===== config.mk =====
export PLATFORM = sky130hd
export DESIGN_NAME = srfrd_top
export DESIGN_NICKNAME = d
export VERILOG_FILES = /design/src/design/srfrd_pkg.sv /design/src/design/srfrd_ctl_if.sv /design/src/design/srfrd_top.sv /design/src/design/srfrd_regulator.sv /design/src/design/srfrd_ramp.sv
export SDC_FILE = /design/constraint.sdc
export NUM_CORES = 1
export LEC_CHECK = 0
export BUFFER_PORTS_ARGS = -buffer_cell sky130_fd_sc_hd__buf_2
export CAP_MARGIN = 20
export CORE_MARGIN = 1.5
export CORE_UTILIZATION = 36
export CTS_BUF_LIST = sky130_fd_sc_hd__clkbuf_4
export DETAILED_ROUTE_END_ITERATION = 12
export GPL_TIMING_DRIVEN = 0
export PLACE_DENSITY = 0.55
export SLEW_MARGIN = 20
export SYNTH_ARGS = -nofsm -noshare
export SYNTH_HDL_FRONTEND = slang
export SYNTH_SLANG_ARGS = --single-unit
export TNS_END_PERCENT = 10

===== constraint.sdc =====
create_clock -name clk_sys -period 14 [get_ports clk_sys]
set_input_delay 2.8 -clock clk_sys [delete_from_list [all_inputs] [get_ports clk_sys]]
set_output_delay 2.8 -clock clk_sys [all_outputs]
set_load 0.01 [all_outputs]

===== src/design/srfrd_pkg.sv =====
// constants, register map and helpers for the rollback flag and rollup-inhibit block
// assumes one 100 MHz clock and a 32-bit avalon-mm slave port
// Operation
// RQ1: rollback flags stay set until cleared
// RQ2: ten cause-specific sticky rollback flags
// RQ3: causes: menu, cell, phase, voltage, field, thermal...
// RQ4: generic flag latches on any rollback
// RQ5: program toggles clear bit; all eleven clear
// RQ6: rollup indication live, regen limit plus rollup
// RQ7: rollup drives ramp up to equilibrium
// RQ8: inhibit suppresses all rollback, both limits
// RQ9: program sets inhibit freely; same behaviour
// RQ10: rollup indication still shown when inhibited
// RQ11: inhibited above 10 percent: ramp runs normally
// RQ12: inhibited ramp held at 10 percent floor
// RQ13: hold released when speed below 10 percent
// RQ14: clamp, record limit, roll back, reload ramp
// RQ15: integrator stops at active limit, no windup
// RQ16: active cause sets flags again after clear
package srfrd_pkg;
  localparam int NUM_SRC = 10;
  localparam int MENU_LIMIT_RB_IND = 0;
  localparam int CELL_OVERLOAD_RB_IND = 1;
  localparam int PHASE_LOSS_RB_IND = 2;
  localparam int LOW_VOLTAGE_RB_IND = 3;
  localparam int FIELD_WEAKEN_RB_IND = 4;
  localparam int THERMAL_OVERLOAD_RB_IND = 5;
  localparam int NET_A_LIMIT_RB_IND = 6;
  localparam int NET_B_LIMIT_RB_IND = 7;
  localparam int ANALOG_LIMIT_RB_IND = 8;
  localparam int REGEN_OVERVOLT_RB_IND = 9;
  // byte addresses
  localparam logic [4:0] ADDR_CTRL = 5'h00;
  localparam logic [4:0] ADDR_STATUS = 5'h04;
  localparam logic [4:0] ADDR_TMAX = 5'h08;
  localparam logic [4:0] ADDR_TMIN = 5'h0c;
  localparam logic [4:0] ADDR_DEMAND = 5'h10;
  localparam logic [4:0] ADDR_RAMP = 5'h14;
  localparam logic [4:0] ADDR_TORQUE = 5'h18;
  // ctrl fields
  localparam int CTRL_INHIBIT = 0;
  localparam int CTRL_CLR_TOG = 1;
  // status fields above the ten source flags
  localparam int ST_ANY = 10;
  localparam int ST_ROLLUP = 11;
  localparam int ST_AT_MAX = 12;
  localparam int ST_AT_MIN = 13;
  localparam int ST_HOLD = 14;
  localparam logic signed [15:0] TMAX_RST = 16'sh2000;
  localparam logic signed [15:0] TMIN_RST = -16'sh2000;
  localparam logic signed [15:0] RATED_SPD = 16'sh4000;
  localparam int LOW_SPD_PCT = 10;
  localparam logic signed [15:0] LOW_SPD = 16'((32'(RATED_SPD) * LOW_SPD_PCT) / 100);
  localparam logic signed [15:0] SPD_MAX = 16'sh7fff;
  localparam logic signed [15:0] SPD_MIN = -16'sh7fff;
  localparam logic signed [15:0] RAMP_STEP = 16'sh0010;
  localparam logic signed [15:0] EQ_MARGIN = 16'sh0100;
  localparam int KI_SHIFT = 2;

  function automatic logic signed [15:0] srfrd_clamp(input logic signed [17:0] v,
                                                     input logic signed [15:0] lo,
                                                     input logic signed [15:0] hi);
    if (v > hi)
    begin
      return hi;
    end
    else if (v < lo)
    begin
      return lo;
    end
    return 16'(v);
  endfunction : srfrd_clamp

  function automatic logic [15:0] srfrd_be16(input logic [15:0] old, input logic [31:0] wd,
                                             input logic [3:0] be);
    return {be[1] ? wd[15:8] : old[15:8], be[0] ? wd[7:0] : old[7:0]};
  endfunction : srfrd_be16
endpackage : srfrd_pkg


===== src/design/srfrd_ctl_if.sv =====
// ramp and regulator signals shared between the block's own modules
// assumes all parties run on clk_sys
`timescale 1ns/1ps
interface srfrd_ctl_if;
  logic signed [15:0] ramp;
  logic signed [15:0] torque;
  logic at_max;
  logic at_min;
  modport regu (input ramp, output torque, output at_max, output at_min);
  modport rmp (output ramp, input at_max, input at_min);
  modport mon (input ramp, input torque, input at_max, input at_min);
endinterface : srfrd_ctl_if


===== src/design/srfrd_top.sv =====
// rollback indicator latches, rollup indication and avalon-mm register slave
// assumes cause and feedback inputs come from logic on clk_sys
//
// Our own choices: the Avalon-MM slave port and the register addresses.
`timescale 1ns/1ps
module srfrd_top
(
  input wire logic clk_sys,
  input wire logic rst,
  input wire logic [4:0] avs_address,
  input wire logic avs_read,
  input wire logic avs_write,
  input wire logic [31:0] avs_writedata,
  input wire logic [3:0] avs_byteenable,
  output logic [31:0] avs_readdata,
  output logic avs_waitrequest,
  input wire logic signed [15:0] speed_fb,
  input wire logic [srfrd_pkg::NUM_SRC-1:0] rb_cause,
  output logic [srfrd_pkg::NUM_SRC-1:0] src_rb_ind,
  output logic any_rb_ind,
  output logic rollup_active_ind,
  output logic rollup_inhibit_ctl,
  output logic signed [15:0] ramp_out,
  output logic signed [15:0] torque_ref
);
  import srfrd_pkg::*;

  srfrd_ctl_if c ();

  logic wait_reg;
  logic [31:0] rdata_reg;
  logic inhibit_reg;
  logic clr_tog_reg;
  logic clr_seen_reg;
  logic signed [15:0] tmax_reg;
  logic signed [15:0] tmin_reg;
  logic signed [15:0] demand_reg;
  logic [NUM_SRC-1:0] src_reg;
  logic any_reg;
  logic rollup_reg;
  logic hold;
  logic access;
  logic wr_go;
  logic rd_go;
  logic clr_pulse;
  logic rollback_eff;
  logic [31:0] rdata_next;

  srfrd_regulator u_reg
  (
    .clk_sys(clk_sys),
    .rst(rst),
    .speed_fb(speed_fb),
    .tmax(tmax_reg),
    .tmin(tmin_reg),
    .c(c.regu)
  );

  srfrd_ramp u_ramp
  (
    .clk_sys(clk_sys),
    .rst(rst),
    .demand(demand_reg),
    .speed_fb(speed_fb),
    .inhibit(inhibit_reg),
    .hold(hold),
    .c(c.rmp)
  );

  assign access = avs_read || avs_write;
  assign wr_go = avs_write && !wait_reg;
  assign rd_go = avs_read && wait_reg;
  // a toggle, not a level, so a stuck program bit cannot mask new events
  assign clr_pulse = clr_tog_reg != clr_seen_reg; // RQ5
  // rollback is only in effect while not inhibited
  assign rollback_eff = (c.at_max || c.at_min) && !inhibit_reg; // RQ8 RQ14
  // every access waits exactly one cycle
  always_ff @(posedge clk_sys or posedge rst)
  begin
    if (rst)
    begin
      wait_reg <= 1'b1;
    end
    else
    begin
      wait_reg <= !(access && wait_reg);
    end
  end

  always_comb
  begin
    rdata_next = 32'h0000_0000;
    case (avs_address)
      ADDR_CTRL:
      begin
        rdata_next[CTRL_INHIBIT] = inhibit_reg;
        rdata_next[CTRL_CLR_TOG] = clr_tog_reg;
      end
      ADDR_STATUS:
      begin
        rdata_next[NUM_SRC-1:0] = src_reg;
        rdata_next[ST_ANY] = any_reg;
        rdata_next[ST_ROLLUP] = rollup_reg;
        rdata_next[ST_AT_MAX] = c.at_max;
        rdata_next[ST_AT_MIN] = c.at_min;
        rdata_next[ST_HOLD] = hold;
      end
      ADDR_TMAX: rdata_next[15:0] = tmax_reg;
      ADDR_TMIN: rdata_next[15:0] = tmin_reg;
      ADDR_DEMAND: rdata_next[15:0] = demand_reg;
      ADDR_RAMP: rdata_next[15:0] = c.ramp;
      ADDR_TORQUE: rdata_next[15:0] = c.torque;
      default: rdata_next = 32'h0000_0000;
    endcase
  end

  always_ff @(posedge clk_sys or posedge rst)
  begin
    if (rst)
    begin
      rdata_reg <= 32'h0000_0000;
    end
    else if (rd_go)
    begin
      rdata_reg <= rdata_next;
    end
  end

  // program-owned controls; inhibit level needs no conditioning
  always_ff @(posedge clk_sys or posedge rst)
  begin
    if (rst)
    begin
      inhibit_reg <= 1'b0;
      clr_tog_reg <= 1'b0;
      tmax_reg <= TMAX_RST;
      tmin_reg <= TMIN_RST;
      demand_reg <= 16'sh0000;
    end
    else if (wr_go)
    begin
      case (avs_address)
        ADDR_CTRL:
        begin
          if (avs_byteenable[0])
          begin
            inhibit_reg <= avs_writedata[CTRL_INHIBIT]; // RQ9
            clr_tog_reg <= avs_writedata[CTRL_CLR_TOG];
          end
        end
        ADDR_TMAX: tmax_reg <= srfrd_be16(tmax_reg, avs_writedata, avs_byteenable);
        ADDR_TMIN: tmin_reg <= srfrd_be16(tmin_reg, avs_writedata, avs_byteenable);
        ADDR_DEMAND: demand_reg <= srfrd_be16(demand_reg, avs_writedata, avs_byteenable);
        default:
        begin
        end
      endcase
    end
  end

  always_ff @(posedge clk_sys or posedge rst)
  begin
    if (rst)
    begin
      clr_seen_reg <= 1'b0;
    end
    else
    begin
      clr_seen_reg <= clr_tog_reg;
    end
  end

  // set beats clear, so a still-active cause reappears at once
  always_ff @(posedge clk_sys or posedge rst)
  begin
    if (rst)
    begin
      src_reg <= '0;
      any_reg <= 1'b0;
    end
    else
    begin
      src_reg <= (src_reg & ~{NUM_SRC{clr_pulse}}) | (rb_cause & {NUM_SRC{rollback_eff}}); // RQ1 RQ2 RQ3 RQ5 RQ16
      any_reg <= (any_reg && !clr_pulse) || rollback_eff; // RQ4 RQ5 RQ16
    end
  end

  // live, unlatched, and shown even when inhibited
  always_ff @(posedge clk_sys or posedge rst)
  begin
    if (rst)
    begin
      rollup_reg <= 1'b0;
    end
    else
    begin
      rollup_reg <= c.at_min && (c.ramp < speed_fb); // RQ6 RQ10
    end
  end

  assign avs_readdata = rdata_reg;
  assign avs_waitrequest = wait_reg;
  assign src_rb_ind = src_reg;
  assign any_rb_ind = any_reg;
  assign rollup_active_ind = rollup_reg;
  assign rollup_inhibit_ctl = inhibit_reg;
  assign ramp_out = c.ramp;
  assign torque_ref = c.torque;
endmodule : srfrd_top


===== src/design/srfrd_regulator.sv =====
// integral speed regulator with clamped torque output
// assumes limits and feedback come from logic on clk_sys
`timescale 1ns/1ps
module srfrd_regulator
  import srfrd_pkg::*;
(
  input wire logic clk_sys,
  input wire logic rst,
  input wire logic signed [15:0] speed_fb,
  input wire logic signed [15:0] tmax,
  input wire logic signed [15:0] tmin,
  srfrd_ctl_if.regu c
);
  logic signed [16:0] err;
  logic signed [17:0] sum;

  assign err = {c.ramp[15], c.ramp} - {speed_fb[15], speed_fb};
  assign sum = 18'(c.torque) + 18'(err >>> KI_SHIFT);

  // integrator is the torque ref; clamping it here stops windup
  always_ff @(posedge clk_sys or posedge rst)
  begin
    if (rst)
    begin
      c.torque <= 16'sh0000;
      c.at_max <= 1'b0;
      c.at_min <= 1'b0;
    end
    else
    begin
      c.torque <= srfrd_clamp(sum, tmin, tmax); // RQ15
      c.at_max <= (sum >= tmax); // RQ14
      c.at_min <= (sum <= tmin) && (sum < tmax); // RQ14
    end
  end
endmodule : srfrd_regulator


===== src/design/srfrd_ramp.sv =====
// speed ramp with rollback reload and the inhibited low-speed hold
// assumes forward rotation only; negative speeds are not treated
`timescale 1ns/1ps
module srfrd_ramp
  import srfrd_pkg::*;
(
  input wire logic clk_sys,
  input wire logic rst,
  input wire logic signed [15:0] demand,
  input wire logic signed [15:0] speed_fb,
  input wire logic inhibit,
  output logic hold,
  srfrd_ctl_if.rmp c
);
  logic signed [15:0] step_val;
  logic signed [15:0] eq_val;
  logic signed [15:0] ramp_next;
  logic hold_next;

  always_comb
  begin
    if (demand > c.ramp)
    begin
      step_val = srfrd_clamp(18'(c.ramp) + 18'(RAMP_STEP), c.ramp, demand);
    end
    else
    begin
      step_val = srfrd_clamp(18'(c.ramp) - 18'(RAMP_STEP), demand, c.ramp);
    end
    // equilibrium keeps the regulator pressed against its clamp
    if (c.at_max)
    begin
      eq_val = srfrd_clamp(18'(speed_fb) + 18'(EQ_MARGIN), SPD_MIN, SPD_MAX);
    end
    else
    begin
      eq_val = srfrd_clamp(18'(speed_fb) - 18'(EQ_MARGIN), SPD_MIN, SPD_MAX);
    end
    hold_next = 1'b0;
    ramp_next = step_val; // RQ11 RQ13
    if (!inhibit && (c.at_max || c.at_min))
    begin
      ramp_next = eq_val; // RQ14 RQ7
    end
    // only a falling ramp is held; a rising one below the floor must pass
    else if (inhibit && step_val < c.ramp && step_val < LOW_SPD && speed_fb >= LOW_SPD)
    begin
      hold_next = 1'b1; // RQ12
      ramp_next = (c.ramp < LOW_SPD) ? c.ramp : LOW_SPD; // RQ12
    end
  end

  always_ff @(posedge clk_sys or posedge rst)
  begin
    if (rst)
    begin
      c.ramp <= 16'sh0000;
      hold <= 1'b0;
    end
    else
    begin
      c.ramp <= ramp_next;
      hold <= hold_next;
    end
  end
endmodule : srfrd_ramp


# Word-level counts from Yosys, hierarchy flattened
# Cells that the tools add are included.
dict set report word_totals {
  ff_bits 115
  output_inout_bits 78
}
dict set report classes {
  n_lt_le_gt_ge 19
  bitwise 4
  n_mux 39
  eq_ne 8
  addsub 6
  reduce_logical 25
}
# op count
set ops {}
lappend ops {{2-to-1 mux 16 bit} 20}
lappend ops {{case mux 13 bit (6 select lines)} 1}
lappend ops {{less-than comparator 17 x 16 -> 1 bit} 4}
lappend ops {{greater-than comparator 17 x 16 -> 1 bit} 3}
lappend ops {{greater-than comparator 18 x 16 -> 1 bit, second input constant} 2}
lappend ops {{less-than comparator 18 x 16 -> 1 bit, second input constant} 2}
lappend ops {{less-than comparator 16 x 12 -> 1 bit, second input constant} 2}
lappend ops {{less-than comparator 16 bit} 2}
lappend ops {{AND reduction 3 bit} 7}
lappend ops {{bitwise AND 10 bit} 2}
lappend ops {{adder 16 x 10 -> 17 bit, second input constant} 1}
lappend ops {{adder 16 x 15 -> 17 bit} 1}
lappend ops {{adder 16 x 6 -> 17 bit, second input constant} 1}
lappend ops {{greater-or-equal comparator 17 x 16 -> 1 bit} 1}
lappend ops {{less-or-equal comparator 17 x 16 -> 1 bit} 1}
lappend ops {{subtractor 16 x 10 -> 17 bit, second input constant} 1}
lappend ops {{subtractor 16 x 16 -> 17 bit} 1}
lappend ops {{subtractor 16 x 6 -> 17 bit, second input constant} 1}
lappend ops {{greater-or-equal comparator 16 x 12 -> 1 bit, second input constant} 1}
lappend ops {{greater-than comparator 16 bit} 1}
lappend ops {{2-to-1 mux 1 bit} 16}
lappend ops {{== test 5 bit, second input constant} 3}
lappend ops {{case mux 2 bit (7 select lines)} 1}
lappend ops {{== test 5 x 4 -> 1 bit, second input constant} 2}
lappend ops {{10 further kinds} 24}

# Longest topological paths before layout
dict set report depth {
  ltp_word 13
  mapped_depth 31
}

# Modules after synthesis
# Synthesis repeated with hierarchy kept, for this count alone.
dict set report unflattened {
  cells_unflattened 1387
  hier_area_um2 11873.9
}
# mod area_each_um2 seq_area_each_um2 instances cells_per_inst
set by_module_without_submodules {}
lappend by_module_without_submodules {srfrd_ramp 4902.2 425.4 1 660}
lappend by_module_without_submodules {srfrd_top 4020.1 2008.2 1 340}
lappend by_module_without_submodules {srfrd_regulator 2951.6 450.4 1 387}

# Worst setup path after synthesis
# Ideal clock, no wire load.
dict set report synth_path {
  path_type {input-to-reg}
  start {in speed_fb[1]}
  end {reg u_reg.c.torque[10]}
  required_ps 13863
  path_buffers 2
  path_stages 26
  slack_ps 5940
  arrival_time_ps 7923
  path_cell_list {inv_1 > ha_1 > a21oi_1 > o21bai_1 > a21oi_1 > o21bai_1 > a21oi_1 > o21ai_0 > a41oi_1 > a2111oi_0 > o21a_1 > nor2_1 > xnor2_1 > ha_1 > nand2_1 > o21ai_0 > xor2_1 > ha_1 > a21o_1 > nand2_1 > nand4b_1 > o22ai_1 > buf_1 > clkbuf_1 > mux2i_1 > a21oi_1}
}
dict set report synth_between {
  elab_chain_len 6
}
# item line_no
set synth_lines {}
lappend synth_lines {{start, declared} srfrd_top.sv:17} ;# input wire logic signed [15:0] speed_fb,
lappend synth_lines {{subtractor 16 x 16 -> 17 bit (*)} srfrd_regulator.sv:17} ;# assign err = {c.ramp[15], c.ramp} - {speed_fb[15], speed_fb};
lappend synth_lines {{adder 16 x 15 -> 17 bit (*)} srfrd_regulator.sv:18} ;# assign sum = 18'(c.torque) + 18'(err >>> KI_SHIFT);
lappend synth_lines {{less-than comparator 17 x 16 -> 1 bit} srfrd_pkg.sv:67} ;# else if (v < lo)
lappend synth_lines {{2-to-1 mux 1 bit} srfrd_pkg.sv:67}
lappend synth_lines {{2-to-1 mux 1 bit} srfrd_pkg.sv:63} ;# if (v > hi)
lappend synth_lines {{2-to-1 mux 16 bit (*)} srfrd_pkg.sv:71} ;# return 16'(v);
lappend synth_lines {{end signal, assigned} srfrd_regulator.sv:31} ;# c.torque <= srfrd_clamp(sum, tmin, tmax);
lappend synth_lines {{end, declared} srfrd_ctl_if.sv:9} ;# modport regu (input ramp, output torque, output at_max, output at_min);
# Mark *: on every way between the ends. The rest lies on a longest branch, timed or not.
# A chain may end at the register's enable or synchronous reset.

# Final worst setup path
dict set report layout_path {
  start {in speed_fb[1]}
  end {reg u_reg.c.torque[13]}
}
# Same word-level chain as after synthesis.

==> metrics.txt <==
number of library cell types mapped by synthesis=90; Initial Utilization=around 37%; # setup viols final=0; Cells after DPL=1922; Synth top cells by count=nand2_1 (148), ha_1 (147), inv_1 (119); largest net degree at the start of global routing=71; Final Util=a little over two fifths; slew at the pin closest to its max-slew limit=around 0.94 ns; grt ovf=0; footprint of the multi-input gates=a little under 8000 sq um; Reg area=approximately 2900 sq um; Root Driver=clkbuf_4; fillcell total=3248; die height=between 150 and 200 um; CTS tree=done; DRC Markers=0; wire per inst=between 20 and 25 um; Synth area leaders=dfrtp_1 (24%), ha_1 (16%), nand2_1 (4.9%); sequential share of the synthesized area=25.30%; Critical Setup Path Class=input pin to flop; CTS Buffer Depth=2; worst skew pair latency=approximately 0.57 ns; RSZ-0062 raised after global routing=no; RePlAce Congestion=0.9940; pwr dens=287.7 nW/um^2; proportion of layout cells with a drive suffix above 1=between 10 and 15%; IO Count=approximately 150; CP arrival=9.91 ns; Final Hold Fails=0; nets=1764; Non-Filler Instances=slightly below 2000; post-DR vias/cell=about 5.9; Port Buffers=between 100 and 150; number of synthesized flops with an enable pin=0; CTS Sinks=115; Total GRT Usage=between 20% and 30%; most frequent cell after synthesis=nand2_1; Post-DRT Antenna Nets=0; part of the power in registers=around 15%; YS warnings=0; initial antenna violation count=1; total negative setup slack=0 ns; most frequently used flop master after synthesis=dfrtp_1; fmax=about 110 MHz; Layout area overhead=13.39%; Die X-Extent=between 150 and 200 um; first-pass GRT wire length=68720 um; synthesis-stage register bit count=115; core region area=slightly above 30000 sq um; DR pass1 iterations=8; Tot Pwr=about 0.0037 W; DP HPWL=around 36000 um; CP endpoint kind=flop; Hold WC Path Type=flop to flop; Rows=between 60 and 70; Clock Skew=between 0.015 and 0.02 ns; Sw Share=a little under three fifths; H-tree Lvls=4; average instance area after synthesis=slightly above 8 sq um; area of the mapped netlist=11400 sq um; Cells after Synth=1399; crit path launch type=input pin; Final Critical Period=about 9.5 ns; die area=between 30000 and 40000 sq um; Data required, critical path=~14 ns; status=finished, final reports clean; CTS Buf Count=17; Yosys top cell by area=dfrtp_1; Slew Limit Fails=0; post-cts sizing count=0; via count=between 10000 and 15000; Worst-path clk slew=between 0.1 and 0.15 ns; 1st-iter DRT viols=1176; Routed WL=around 45000 um; leakage=roughly 6.1 nW; number of max-cap violations=0; vias in the first global route=11131; Post-synth ARST share=between 90% and 100%; Max transition margin=a little under two fifths; Post-CTS Hold Buffers=0; Internal Power=around 0.0017 W; combinational share of power=between 70 and 80%; Yosys top cell area share=between 20% and 30%; sw power=approximately 0.0021 W; worst vdd ir=between 0.1 and 0.15 mV; postcts setup bufs=0; Tcrit/Tclk final=67.82%; CP max FO=10; Clk pwr share=between 8 and 9%
## final timing paths
check / slack (ns) / endpoint / startpoint / depth (start not counted)
max: 4.51 / u_reg.c.torque[13] / speed_fb[1] / 25
min: 0.49 / avs_readdata[14] / avs_readdata[14] / 2
max reg2reg: 6.06 / u_ramp.c.ramp[15] / u_ramp.c.ramp[10] / 26
min reg2reg: 0.49 / avs_readdata[14] / avs_readdata[14] / 2
max in group asynchronous: 10.98 / tmin_reg[13] / rst / 3
min in group asynchronous: 2.25 / tmax_reg[2] / rst / 2
## power by group through the flow
stage	sequential [W]	clock (W)	combinational, W
after floorplan	0.000508	0	0.00199
after global placement	0.000545	0	0.00279
after detailed placement	0.000545	0	0.00280
after CTS	0.000538	0.000318	0.00283
after global routing	0.000549	0.000332	0.00318
final	0.000542	0.000313	0.00286
## worst max-delay path, cell delays in order
cell       delay, ns
buf_2           0.11
inv_1           0.05
ha_1            0.27
a21oi_1         0.08
o21bai_1        0.20
a21oi_1         0.13
o21bai_1        0.21
a21oi_1         0.15
o21ai_0         0.59
a41oi_1         0.26
a2111oi_0       0.81
nor2_1          0.17
ha_1            0.28
o41ai_1         0.55
o21ai_0         0.29
a21o_1          0.23
mux2i_1         0.23
ha_1            0.32
nand4_1         0.21
a21oi_1         0.10
o22ai_1         0.14
buf_1           0.72
clkbuf_1        0.65
mux2i_1         0.27
a21oi_1         0.10
## cell type report
class / count / share of cell area, %
Multi-Input combinational cell: 1101 / 60.04
Antenna cell: 2 / 0.03873
Clock buffer: 18 / 1.046
Clock inverter: 14 / 1.772
Timing Repair Buffer: 112 / 4.550
Sequential cell: 115 / 22.32
Tap cell: 396 / 3.834
Inverter: 121 / 3.553
Buffer: 77 / 2.856
## cells in the final DEF, fill, tap and decap left out, types with 34 or more instances in the layout
cell | synthesis | layout
buf_2 | 4 | 113
nand2_1 | 148 | 148
inv_1 | 119 | 118
nor2_1 | 85 | 85
o21ai_0 | 104 | 104
dfrtp_1 | 110 | 110
clkbuf_1 | 51 | 51
nor3_1 | 34 | 34
a21oi_1 | 97 | 97
ha_1 | 147 | 147
## kinds of logic after synthesis
group,Yosys count,synth area share (%)
other cells,1,0.03290
buf+inv,198,7.224
mux,48,4.611
fa+ha+maj,148,16.31
flops,115,25.30
compound gates,422,25.11
simple gates,423,18.03
xor+xnor,44,3.381
## per-layer routing
| layer | global-route usage, % | wire, um |
|---|---|---|
| met1 | 35.50 | 19050 |
| met5 | 0 | 0 |
| met2 | 48.05 | 21980 |
| met3 | 2.822 | 2614 |
| met4 | 10.83 | 1548 |
## stage by stage
step	setup WS (ns)	instance area [sq um]	hold WS (ns)
final	4.505	12920	0.4929
after global routing	4.145	12920	0.5075
after CTS	4.585	12920	0.4950
after detailed placement	4.033	12550	0.4664
after global placement	4.110	12490	0.4603
after floorplan	5.940	11450	0.4074
Power figures use the tool's default switching activity.
